### src/verilog/cdio_map.svh
`ifndef CDIO_MAP_SVH
`define CDIO_MAP_SVH

// register byte offsets
`define CDIO_DIR_OFFSET 12'h000
`define CDIO_FUNC_OFFSET 12'h004
`define CDIO_STATIC_OUT_OFFSET 12'h008
`define CDIO_PIN_STATE_OFFSET 12'h00c
`define CDIO_GEN_CLK_OFFSET 12'h010
`define CDIO_ACQ_CLK_OFFSET 12'h014
`define CDIO_STATUS_OFFSET 12'h018
`define CDIO_COUNTER_DIR_OFFSET 12'h01c

// sample clock config fields
`define CDIO_CLK_SRC_LSB 0
`define CDIO_CLK_SRC_MSB 3
`define CDIO_CLK_FALLING_BIT 4
`define CDIO_CLK_ENABLE_BIT 8

// status fields
`define CDIO_STAT_UNDERFLOW_BIT 0
`define CDIO_STAT_OVERFLOW_BIT 1
`define CDIO_STAT_GEN_EMPTY_BIT 2
`define CDIO_STAT_ACQ_FULL_BIT 3

// reset values
`define CDIO_DIR_RESET 8'h00
`define CDIO_FUNC_RESET 8'h00
`define CDIO_STATIC_OUT_RESET 8'h00
`define CDIO_CLK_CFG_RESET 32'h0000_0000

// timing counts
`define CDIO_SYNC_STAGES 2
`define CDIO_FIFO_DEPTH 16

// axi responses
`define CDIO_RESP_OKAY 2'b00
`define CDIO_RESP_SLVERR 2'b10

`endif

### src/verilog/cdio_pkg.sv
package cdio_pkg;

  typedef enum logic [3:0] {
    src_analog_in = 4'h0,
    src_analog_out = 4'h1,
    src_counter0_out = 4'h2,
    src_trigger0 = 4'h8,
    src_trigger1 = 4'h9,
    src_trigger2 = 4'ha,
    src_trigger3 = 4'hb,
    src_trigger4 = 4'hc,
    src_trigger5 = 4'hd,
    src_trigger6 = 4'he
  } clk_src_t;

  typedef enum logic [2:0] {
    wr_idle = 3'b001,
    wr_collect = 3'b010,
    wr_respond = 3'b100
  } wr_state_t;

endpackage

### src/verilog/correlated_digital_io_port.sv
`timescale 1ns/10ps
`include "cdio_map.svh"
// Contract
// - eight bidirectional lines with own controls
// - each line input or output independently
// - static reads and writes happen on access
// - lines 6,7 feed counter directions
// - line may be waveform generation output
// - generation samples held in DMA-fed FIFO
// - active output clock edge pops and drives
// - output edge on empty FIFO flags underflow
// - output clock from ai, ao, counter0
// - output clock from trigger lines 0..6
// - line may be waveform acquisition input
// - active input clock edge captures all lines
// - input FIFO drained to memory by DMA
// - input edge on full FIFO flags overflow
// - input clock from ai, ao, counter0
// - input clock from trigger lines 0..6
// - reset leaves all lines undriven inputs
module correlated_digital_io_port #(
  parameter int LINES = 8,
  parameter int FIFO_DEPTH = `CDIO_FIFO_DEPTH,
  parameter bit HAS_ANALOG_OUT_CLOCK = 1'b1
) (
  input wire logic aclk,
  input wire logic aresetn,
  input wire logic [11:0] s_axi_awaddr,
  input wire logic s_axi_awvalid,
  output logic s_axi_awready,
  input wire logic [31:0] s_axi_wdata,
  input wire logic [3:0] s_axi_wstrb,
  input wire logic s_axi_wvalid,
  output logic s_axi_wready,
  output logic [1:0] s_axi_bresp,
  output logic s_axi_bvalid,
  input wire logic s_axi_bready,
  input wire logic [11:0] s_axi_araddr,
  input wire logic s_axi_arvalid,
  output logic s_axi_arready,
  output logic [31:0] s_axi_rdata,
  output logic [1:0] s_axi_rresp,
  output logic s_axi_rvalid,
  input wire logic s_axi_rready,
  input wire logic [LINES-1:0] port_lines_in,
  output logic [LINES-1:0] port_lines_out,
  output logic [LINES-1:0] port_lines_oe,
  input wire logic analog_in_sample_clock,
  input wire logic analog_out_sample_clock,
  input wire logic counter0_out,
  input wire logic [6:0] trigger_bus_lines,
  output logic counter0_up_down,
  output logic counter1_up_down,
  input wire logic gen_dma_valid,
  output logic gen_dma_ready,
  input wire logic [LINES-1:0] gen_dma_data,
  output logic acq_dma_valid,
  input wire logic acq_dma_ready,
  output logic [LINES-1:0] acq_dma_data
);
  initial begin
    if (LINES != 8) begin
      $error("correlated_digital_io_port supports exactly eight lines");
    end
  end

  // software registers, status flags and the waveform output register
  logic [LINES-1:0] dir_reg;
  logic [LINES-1:0] func_reg;
  logic [LINES-1:0] static_out_reg;
  logic [31:0] gen_clk_reg;
  logic [31:0] acq_clk_reg;
  logic underflow_reg;
  logic overflow_reg;
  logic [LINES-1:0] wave_out_reg;

  // pin synchroniser
  logic [LINES-1:0] pin_meta_reg;
  logic [LINES-1:0] pin_sync_reg;

  // write channel state
  cdio_pkg::wr_state_t wr_state_reg;
  logic aw_held_reg;
  logic w_held_reg;
  logic [11:0] wr_addr_reg;
  logic [31:0] wr_data_reg;
  logic [3:0] wr_strb_reg;
  logic wr_fire;
  logic wr_hit;
  logic clr_underflow;
  logic clr_overflow;

  // sample path wiring
  logic gen_edge;
  logic acq_edge;
  logic gen_fifo_valid;
  logic [LINES-1:0] gen_fifo_data;
  logic gen_pop;
  logic acq_fifo_ready;
  logic acq_push;
  logic [LINES-1:0] port_lines_out_next;

  // merge the enabled byte lanes of a write
  function automatic logic [31:0] merge(input logic [31:0] old, input logic [31:0] nw, input logic [3:0] strb);
    logic [31:0] r;
    r = old;
    for (int b = 0; b < 4; b++) begin
      if (strb[b]) begin
        r[b*8 +: 8] = nw[b*8 +: 8];
      end
    end
    return r;
  endfunction

  always_ff @(posedge aclk) begin
    if (!aresetn) begin
      pin_meta_reg <= '0;
      pin_sync_reg <= '0;
    end else begin
      pin_meta_reg <= port_lines_in;
      pin_sync_reg <= pin_meta_reg;
    end
  end

  // AXI4-Lite write: address and data taken in either order
  assign wr_fire = (wr_state_reg == cdio_pkg::wr_collect) && aw_held_reg && w_held_reg;

  always_comb begin
    case (wr_addr_reg)
      `CDIO_DIR_OFFSET, `CDIO_FUNC_OFFSET, `CDIO_STATIC_OUT_OFFSET, `CDIO_GEN_CLK_OFFSET,
      `CDIO_ACQ_CLK_OFFSET, `CDIO_STATUS_OFFSET: wr_hit = 1'b1;
      default: wr_hit = 1'b0;
    endcase
  end

  always_ff @(posedge aclk) begin
    if (!aresetn) begin
      wr_state_reg <= cdio_pkg::wr_idle;
      aw_held_reg <= 1'b0;
      w_held_reg <= 1'b0;
      wr_addr_reg <= '0;
      wr_data_reg <= '0;
      wr_strb_reg <= '0;
      s_axi_awready <= 1'b0;
      s_axi_wready <= 1'b0;
      s_axi_bvalid <= 1'b0;
      s_axi_bresp <= `CDIO_RESP_OKAY;
    end else begin
      case (wr_state_reg)
        cdio_pkg::wr_idle: begin
          aw_held_reg <= 1'b0;
          w_held_reg <= 1'b0;
          s_axi_awready <= 1'b1;
          s_axi_wready <= 1'b1;
          wr_state_reg <= cdio_pkg::wr_collect;
        end
        cdio_pkg::wr_collect: begin
          if (s_axi_awvalid && s_axi_awready) begin
            wr_addr_reg <= {s_axi_awaddr[11:2], 2'b00};
            aw_held_reg <= 1'b1;
            s_axi_awready <= 1'b0;
          end
          if (s_axi_wvalid && s_axi_wready) begin
            wr_data_reg <= s_axi_wdata;
            wr_strb_reg <= s_axi_wstrb;
            w_held_reg <= 1'b1;
            s_axi_wready <= 1'b0;
          end
          if (wr_fire) begin
            s_axi_bvalid <= 1'b1;
            s_axi_bresp <= wr_hit ? `CDIO_RESP_OKAY : `CDIO_RESP_SLVERR;
            wr_state_reg <= cdio_pkg::wr_respond;
          end
        end
        cdio_pkg::wr_respond: begin
          if (s_axi_bready) begin
            s_axi_bvalid <= 1'b0;
            wr_state_reg <= cdio_pkg::wr_idle;
          end
        end
        default: wr_state_reg <= cdio_pkg::wr_idle;
      endcase
    end
  end

  // control registers; reset leaves every line an undriven input
  always_ff @(posedge aclk) begin
    if (!aresetn) begin
      dir_reg <= `CDIO_DIR_RESET;
      func_reg <= `CDIO_FUNC_RESET;
      static_out_reg <= `CDIO_STATIC_OUT_RESET;
      gen_clk_reg <= `CDIO_CLK_CFG_RESET;
      acq_clk_reg <= `CDIO_CLK_CFG_RESET;
    end else if (wr_fire) begin
      case (wr_addr_reg)
        `CDIO_DIR_OFFSET: dir_reg <= LINES'(merge({24'h0, dir_reg}, wr_data_reg, wr_strb_reg));
        `CDIO_FUNC_OFFSET: func_reg <= LINES'(merge({24'h0, func_reg}, wr_data_reg, wr_strb_reg));
        `CDIO_STATIC_OUT_OFFSET: static_out_reg <= LINES'(merge({24'h0, static_out_reg}, wr_data_reg, wr_strb_reg));
        `CDIO_GEN_CLK_OFFSET: gen_clk_reg <= merge(gen_clk_reg, wr_data_reg, wr_strb_reg);
        `CDIO_ACQ_CLK_OFFSET: acq_clk_reg <= merge(acq_clk_reg, wr_data_reg, wr_strb_reg);
        default: ;
      endcase
    end
  end

  // write-one-to-clear on the status word
  assign clr_underflow = wr_fire && (wr_addr_reg == `CDIO_STATUS_OFFSET) && wr_strb_reg[0]
                         && wr_data_reg[`CDIO_STAT_UNDERFLOW_BIT];
  assign clr_overflow = wr_fire && (wr_addr_reg == `CDIO_STATUS_OFFSET) && wr_strb_reg[0]
                        && wr_data_reg[`CDIO_STAT_OVERFLOW_BIT];

  // AXI4-Lite read: one cycle from address to data
  always_ff @(posedge aclk) begin
    if (!aresetn) begin
      s_axi_arready <= 1'b0;
      s_axi_rvalid <= 1'b0;
      s_axi_rdata <= '0;
      s_axi_rresp <= `CDIO_RESP_OKAY;
    end else begin
      s_axi_arready <= !s_axi_rvalid && !(s_axi_arvalid && s_axi_arready);
      if (s_axi_rvalid && s_axi_rready) begin
        s_axi_rvalid <= 1'b0;
      end
      if (s_axi_arvalid && s_axi_arready) begin
        s_axi_rvalid <= 1'b1;
        s_axi_rresp <= `CDIO_RESP_OKAY;
        s_axi_rdata <= '0;
        case ({s_axi_araddr[11:2], 2'b00})
          `CDIO_DIR_OFFSET: s_axi_rdata <= {24'h0, dir_reg};
          `CDIO_FUNC_OFFSET: s_axi_rdata <= {24'h0, func_reg};
          `CDIO_STATIC_OUT_OFFSET: s_axi_rdata <= {24'h0, static_out_reg};
          `CDIO_PIN_STATE_OFFSET: s_axi_rdata <= {24'h0, pin_sync_reg};
          `CDIO_GEN_CLK_OFFSET: s_axi_rdata <= gen_clk_reg;
          `CDIO_ACQ_CLK_OFFSET: s_axi_rdata <= acq_clk_reg;
          `CDIO_STATUS_OFFSET: begin
            s_axi_rdata[`CDIO_STAT_UNDERFLOW_BIT] <= underflow_reg;
            s_axi_rdata[`CDIO_STAT_OVERFLOW_BIT] <= overflow_reg;
            s_axi_rdata[`CDIO_STAT_GEN_EMPTY_BIT] <= !gen_fifo_valid;
            s_axi_rdata[`CDIO_STAT_ACQ_FULL_BIT] <= !acq_fifo_ready;
          end
          `CDIO_COUNTER_DIR_OFFSET: s_axi_rdata <= {30'h0, counter1_up_down, counter0_up_down};
          default: s_axi_rresp <= `CDIO_RESP_SLVERR;
        endcase
      end
    end
  end

  // generation path
  sample_clock_select u_gen_clk (
    .clk(aclk),
    .rst_n(aresetn),
    .analog_in_sample_clock(analog_in_sample_clock),
    .analog_out_sample_clock(HAS_ANALOG_OUT_CLOCK ? analog_out_sample_clock : 1'b0),
    .counter0_out(counter0_out),
    .trigger_bus_lines(trigger_bus_lines),
    .source(gen_clk_reg[`CDIO_CLK_SRC_MSB:`CDIO_CLK_SRC_LSB]),
    .falling(gen_clk_reg[`CDIO_CLK_FALLING_BIT]),
    .enable(gen_clk_reg[`CDIO_CLK_ENABLE_BIT]),
    .edge_pulse(gen_edge)
  );

  // refill from host memory, stalled by a full FIFO
  sample_fifo #(.WIDTH(LINES), .DEPTH(FIFO_DEPTH)) u_gen_fifo (
    .clk(aclk),
    .rst_n(aresetn),
    .in_valid(gen_dma_valid),
    .in_ready(gen_dma_ready),
    .in_data(gen_dma_data),
    .out_valid(gen_fifo_valid),
    .out_ready(gen_pop),
    .out_data(gen_fifo_data)
  );

  // relies on the clock source spacing edges by at least two cycles
  assign gen_pop = gen_edge && gen_fifo_valid;

  always_ff @(posedge aclk) begin
    if (!aresetn) begin
      wave_out_reg <= '0;
    end else if (gen_pop) begin
      wave_out_reg <= gen_fifo_data;
    end
  end

  // set wins over a clear in the same cycle
  always_ff @(posedge aclk) begin
    if (!aresetn) begin
      underflow_reg <= 1'b0;
    end else if (gen_edge && !gen_fifo_valid) begin
      underflow_reg <= 1'b1;
    end else if (clr_underflow) begin
      underflow_reg <= 1'b0;
    end
  end

  // acquisition path
  sample_clock_select u_acq_clk (
    .clk(aclk),
    .rst_n(aresetn),
    .analog_in_sample_clock(analog_in_sample_clock),
    .analog_out_sample_clock(HAS_ANALOG_OUT_CLOCK ? analog_out_sample_clock : 1'b0),
    .counter0_out(counter0_out),
    .trigger_bus_lines(trigger_bus_lines),
    .source(acq_clk_reg[`CDIO_CLK_SRC_MSB:`CDIO_CLK_SRC_LSB]),
    .falling(acq_clk_reg[`CDIO_CLK_FALLING_BIT]),
    .enable(acq_clk_reg[`CDIO_CLK_ENABLE_BIT]),
    .edge_pulse(acq_edge)
  );

  // a full FIFO drops the sample rather than overwrite older data
  assign acq_push = acq_edge && acq_fifo_ready;

  // all eight lines are captured whatever their direction
  sample_fifo #(.WIDTH(LINES), .DEPTH(FIFO_DEPTH)) u_acq_fifo (
    .clk(aclk),
    .rst_n(aresetn),
    .in_valid(acq_push),
    .in_ready(acq_fifo_ready),
    .in_data(pin_sync_reg),
    .out_valid(acq_dma_valid),
    .out_ready(acq_dma_ready),
    .out_data(acq_dma_data)
  );

  always_ff @(posedge aclk) begin
    if (!aresetn) begin
      overflow_reg <= 1'b0;
    end else if (acq_edge && !acq_fifo_ready) begin
      overflow_reg <= 1'b1;
    end else if (clr_overflow) begin
      overflow_reg <= 1'b0;
    end
  end

  // pin drivers: direction per line, source per line
  for (genvar i = 0; i < LINES; i++) begin : g_line
    assign port_lines_out_next[i] = func_reg[i] ? wave_out_reg[i] : static_out_reg[i];
  end

  always_ff @(posedge aclk) begin
    if (!aresetn) begin
      port_lines_out <= '0;
      port_lines_oe <= '0;
    end else begin
      port_lines_out <= port_lines_out_next;
      port_lines_oe <= dir_reg;
    end
  end

  // count direction taps; they never change the line's own function
  always_ff @(posedge aclk) begin
    if (!aresetn) begin
      counter0_up_down <= 1'b0;
      counter1_up_down <= 1'b0;
    end else begin
      counter0_up_down <= pin_sync_reg[6];
      counter1_up_down <= pin_sync_reg[7];
    end
  end
endmodule

### src/verilog/sample_clock_select.sv
`timescale 1ns/10ps
module sample_clock_select (
  input wire logic clk,
  input wire logic rst_n,
  input wire logic analog_in_sample_clock,
  input wire logic analog_out_sample_clock,
  input wire logic counter0_out,
  input wire logic [6:0] trigger_bus_lines,
  input wire logic [3:0] source,
  input wire logic falling,
  input wire logic enable,
  output logic edge_pulse
);
  // sources: 0 ai, 1 ao, 2 counter 0, 3..9 trigger lines 0..6
  localparam int NSRC = 10;
  logic [NSRC-1:0] raw;
  logic [NSRC-1:0] meta_reg;
  logic [NSRC-1:0] sync_reg;
  logic sel;
  logic prev_reg;
  logic prev_valid_reg;

  assign raw = {trigger_bus_lines, counter0_out, analog_out_sample_clock, analog_in_sample_clock};

  for (genvar i = 0; i < NSRC; i++) begin : g_sync
    always_ff @(posedge clk) begin
      if (!rst_n) begin
        meta_reg[i] <= 1'b0;
        sync_reg[i] <= 1'b0;
      end else begin
        meta_reg[i] <= raw[i];
        sync_reg[i] <= meta_reg[i];
      end
    end
  end

  always_comb begin
    case (source)
      cdio_pkg::src_analog_in: sel = sync_reg[0];
      cdio_pkg::src_analog_out: sel = sync_reg[1];
      cdio_pkg::src_counter0_out: sel = sync_reg[2];
      cdio_pkg::src_trigger0: sel = sync_reg[3];
      cdio_pkg::src_trigger1: sel = sync_reg[4];
      cdio_pkg::src_trigger2: sel = sync_reg[5];
      cdio_pkg::src_trigger3: sel = sync_reg[6];
      cdio_pkg::src_trigger4: sel = sync_reg[7];
      cdio_pkg::src_trigger5: sel = sync_reg[8];
      cdio_pkg::src_trigger6: sel = sync_reg[9];
      default: sel = 1'b0;
    endcase
  end

  // polarity folded in before edge detect so falling becomes rising
  always_ff @(posedge clk) begin
    if (!rst_n) begin
      prev_reg <= 1'b0;
      prev_valid_reg <= 1'b0;
      edge_pulse <= 1'b0;
    end else begin
      prev_reg <= sel ^ falling;
      // first cycle after enable only primes, so a stale level is no edge
      prev_valid_reg <= enable;
      edge_pulse <= enable && prev_valid_reg && (sel ^ falling) && !prev_reg;
    end
  end
endmodule

### src/verilog/sample_fifo.sv
`timescale 1ns/10ps
module sample_fifo #(
  parameter int WIDTH = 8,
  parameter int DEPTH = 16
) (
  input wire logic clk,
  input wire logic rst_n,
  input wire logic in_valid,
  output logic in_ready,
  input wire logic [WIDTH-1:0] in_data,
  output logic out_valid,
  input wire logic out_ready,
  output logic [WIDTH-1:0] out_data
);
  localparam int AW = $clog2(DEPTH);

  initial begin
    if (DEPTH < 2 || (1 << AW) != DEPTH) begin
      $error("sample_fifo depth must be a power of two of at least 2");
    end
  end

  logic [WIDTH-1:0] mem [DEPTH];
  logic [AW-1:0] wr_ptr_reg;
  logic [AW-1:0] rd_ptr_reg;
  logic [AW:0] count_reg;
  logic full_reg;
  logic empty_reg;
  logic push;
  logic pop;
  logic [AW:0] count_next;

  assign push = in_valid && !full_reg;
  assign pop = out_ready && !empty_reg;
  assign in_ready = !full_reg;
  assign out_valid = !empty_reg;
  assign out_data = mem[rd_ptr_reg];

  always_comb begin
    count_next = count_reg;
    if (push && !pop) begin
      count_next = count_reg + (AW+1)'(1);
    end else if (pop && !push) begin
      count_next = count_reg - (AW+1)'(1);
    end
  end

  always_ff @(posedge clk) begin
    if (push) begin
      mem[wr_ptr_reg] <= in_data;
    end
  end

  always_ff @(posedge clk) begin
    if (!rst_n) begin
      wr_ptr_reg <= '0;
      rd_ptr_reg <= '0;
      count_reg <= '0;
      full_reg <= 1'b0;
      empty_reg <= 1'b1;
    end else begin
      if (push) begin
        wr_ptr_reg <= wr_ptr_reg + AW'(1);
      end
      if (pop) begin
        rd_ptr_reg <= rd_ptr_reg + AW'(1);
      end
      count_reg <= count_next;
      full_reg <= (count_next == (AW+1)'(DEPTH));
      empty_reg <= (count_next == '0);
    end
  end
endmodule
### config.mk
export PLATFORM = sky130hd
export DESIGN_NAME = correlated_digital_io_port
export DESIGN_NICKNAME = d
export VERILOG_FILES = /design/src/verilog/cdio_pkg.sv /design/src/verilog/correlated_digital_io_port.sv /design/src/verilog/sample_clock_select.sv /design/src/verilog/sample_fifo.sv
export VERILOG_INCLUDE_DIRS = /design/src /design/src/verilog
export SDC_FILE = /design/constraint.sdc
export NUM_CORES = 1
export LEC_CHECK = 0
export BUFFER_PORTS_ARGS = -buffer_cell sky130_fd_sc_hd__clkbuf_2
export CAP_MARGIN = 20
export CORE_ASPECT_RATIO = 0.9
export CORE_UTILIZATION = 45
export CTS_CLUSTER_DIAMETER = 40
export DETAILED_ROUTE_END_ITERATION = 12
export PLACE_DENSITY_LB_ADDON = 0.08
export SLEW_MARGIN = 20
export SYNTH_ARGS = -nofsm -noshare
export SYNTH_HDL_FRONTEND = slang
export SYNTH_SLANG_ARGS = --single-unit
### constraint.sdc
create_clock -name aclk -period 2.5 [get_ports aclk]
set_input_delay 0.125 -clock aclk [delete_from_list [all_inputs] [get_ports aclk]]
set_output_delay 0.125 -clock aclk [all_outputs]
set_load 0.02 [all_outputs]
==> flow_metrics.py <==
metrics = {
    "synthesis": {
        "yosys-top-cells-count": "dfxtp_1 (282), edfxtp_1 (256), nor2_1 (175)",
        "ys_seq_area_share_pct": 64.67,
        "syn-instance-count": 1574,
        "synth_most_common_cell": "dfxtp_1",
        "synth_area_um2": 20620,
        "synth_cell_type_count": 61,
        "synthArstFlopShare_pct": 0,
        "synth_area_per_cell_um2": 13.10,
        "synth_edf_count": 256,
        "ys.flop_type": "dfxtp_1",
        "synth.area.top_cells": "edfxtp_1 (37%), dfxtp_1 (27%), mux4_2 (8.2%), mux2i_1 (5.3%), nor2_1 (3.2%)",
        "synth_top_area_share_pct": 37.29,
        "ys_ff_latch": 538,
        "yosys_warnings": 0,
        "yosysTopAreaCell": "edfxtp_1",
    },
    "layout": {
        "diodes": 0,
        "fillers": 3724,
        "stdcell_area_um2": 25810,
        "area_delta_synth_final_pct": 25.21,
        "drive_gt1_share_pct": 22.94,
        "top_regs": "u_acq_fifo.mem x128, u_gen_fifo.mem x128",
        "utilization_pct": 57.02,
        "nNetsFinal": 1966,
    },
    "floorplanning": {
        "die_area_um2": 46680,
        "core_area_um2": 45280,
        "start_util_pct": 45.54,
        "core.rowCount": 74,
        "ios": 164,
        "die_y_um": 205.1,
        "die_x_um": 227.6,
    },
    "place": {
        "dp_hpwl_um": 30400,
        "dp_slack_ns": 0.3870,
        "dpl_cell_area_um2": 22320,
        "io_buffers": 157,
        "place_congestion": 0.8138,
    },
    "detailed_routing": {
        "dr.pass1.iters": 5,
        "dr.first_iter.drc_count": 766,
        "via_count": 13180,
        "ant_nets": 0,
        "postRouteWirelength_um": 48310,
        "drc": 0,
        "avgRoutedWirePerCell_um": 19.15,
        "via_per_inst": 5.224,
    },
    "cts": {
        "cts-root-buf": "clkbuf_16",
        "path_clk_slew_ns": 0.06,
        "ctsHtreeMaxLevel": 3,
        "cts_sinks": 538,
        "cts_tree": "yes",
        "cts_buffer_depth": 3,
        "numCtsBuffers": 74,
        "clk-insertion-delay-late_ns": 0.59,
    },
    "run": {
        "drv_cap": 0,
    },
    "timing": {
        "maxSlewViolCount": 0,
        "finalSetupViolations": 8,
        "tns_ns": -0.1995,
        "worst_slack_ns": -0.03776,
        "period_share_pct": 101.5,
        "grt_setup_unrepaired": "true",
        "finClkSkew_ns": 0.01372,
        "layout_min_cycle_time_ns": 2.538,
        "max_freq_mhz": 394.0,
        "worst_slew_pin_slew_ns": 0.7999,
        "finalHoldViolations": 0,
        "relSlewSlack_pct": 46.47,
    },
    "global_route": {
        "overflow": 0,
        "antenna_found_initial": 0,
        "grt_max_degree": 101,
        "grt_pass1_wl_um": 73450,
        "grt_pass1_vias": 12970,
        "track_usage_pct": 20.95,
    },
    "setup_path": {
        "critPathMostFrequentCell": "mux4_2",
        "r2r_cells": 6,
        "r2r_slack_ns": 0.31,
        "path_class": "flop to primary output",
        "rr_endpoint": "acq_clk_reg[10]$_SDFFE_PN0P_",
        "worst_ep_arrival_time_ns": 2.41,
        "cp_max_fo": 5,
        "cpMaxStageDelayCell": "mux4_2",
        "endpoint_kind": "primary output",
        "crit_path_start_kind": "flop",
        "cp_data_required_time_ns": 2.38,
        "r2r_start": "wr_addr_reg[6]$_SDFFE_PN0P_",
        "cp_slowest_stage_delay_ns": 0.54,
        "crit_chain": "clkbuf_16 -> mux4_2 -> mux4_2 -> buf_6",
    },
    "min_path": {
        "min_from": "s_axi_araddr[3]",
        "hold_depth": 3,
        "worstHoldPathType": "input pin to flop",
        "hold_path_end": "s_axi_rdata[3]$_SDFFE_PN0P_",
    },
    "power": {
        "p_leak_nw": 9.884,
        "vdd_drop_max_uv": 649.5,
        "power_density_nw_per_um2": 835.3,
    },
    "run_status": {
        "status": "finished with violations",
        "violations": "setup timing",
    },
}
## logic make-up after synthesis
group,count (synthesis),share of synthesized area [%]
flip-flops,538,64.67
AND/OR/NAND/NOR,499,11.62
AO/OA/AOI/OAI,206,6.117
multiplexers,190,13.81
buffers and inverters,108,2.160
XOR/XNOR,18,0.7647
adder cells (fa/ha/maj),14,0.8496
other,1,0.01819
## layer usage
layer | vias to the layer above | part of all wire (%) | GRT usage, %
met5 | - | 0 | 0
met4 | 0 | 3.1 | 7.982
met3 | 95 | 4.3 | 4.432
met2 | 263 | 47 | 32.18
met1 | 6518 | 46 | 29.09
li1 | 6299 | - | -
## placed cells by master, fill, tap and decap left out, types with 11 or more instances in the layout
cell type / count
nand2_1: 158
dlygate4sd3_1: 82
inv_1: 15
nor3_1: 31
inv_6: 11
dfxtp_1: 280
and2_1: 55
nand3_1: 11
clkbuf_16: 80
o21ai_0: 26
nand2b_1: 15
buf_4: 50
o21ai_1: 16
a22oi_1: 46
mux2i_1: 110
a21oi_1: 87
nor2_1: 174
mux4_2: 75
clkbuf_2: 149
edfxtp_1: 256
ha_1: 14
## per-stage QoR
stage,power (mW),hold WS [ns],cells
after floorplan,10.36,0.2239,1575
after global placement,10.75,0.3316,2305
after detailed placement,10.77,0.3359,2305
after CTS,21.76,0.1545,2521
after global routing,22.30,0.2302,2522
final,21.56,0.2013,2522
## area by class of cell
| class | count | area, um2 | area share [%] |
|---|---|---|---|
| timing repair buffer | 298 | 2212 | 8.569 |
| sequential | 538 | 13340 | 51.67 |
| clock buffer | 90 | 2058 | 7.973 |
| tap | 608 | 760.7 | 2.947 |
| inverter | 16 | 65.06 | 0.2520 |
| multi-input combinational | 929 | 6854 | 26.55 |
| clock inverter | 43 | 526.8 | 2.041 |
## power by group
part           switching (mW)  internal [mW]  total, mW
Combinational           0.641          0.602       1.24
Clock                    3.95           6.86       10.8
Sequential              0.145           9.36       9.51
## repair_timing
action | in CTS | in global routing
hold buffers | 82 | 0
endpoints found under the hold margin | 184 | 0
buffers inserted | 0 | 0
setup endpoints to repair | 8 | 8
cloned | 1 | 1
gates resized for setup | 2 | 20
## worst max-delay path: cells and delay by family (launching register included)
family   cells  cell delay [ns]
buf+inv      2             0.33
mux          2             1.05
flops        1             0.44
## how the worst max path moves through the flow
| stage | startpoint | endpoint | slack, ns | depth (start not counted) |
|---|---|---|---|---|
| floorplan | wr_addr_reg[5]$_SDFFE_PN0P_ | gen_clk_reg[10]$_SDFFE_PN0P_ | 0.47 | 5 |
| global placement | wr_addr_reg[6]$_SDFFE_PN0P_ | acq_clk_reg[26]$_SDFFE_PN0P_ | 0.45 | 6 |
| detailed placement | wr_addr_reg[6]$_SDFFE_PN0P_ | acq_clk_reg[19]$_SDFFE_PN0P_ | 0.39 | 6 |
| CTS | flop | acq_dma_data[7] | -0.11 | 4 |
| global route | flop | acq_dma_data[3] | -0.12 | 4 |
| finish | flop | acq_dma_data[6] | -0.04 | 4 |
Power figures use the tool's default switching activity.
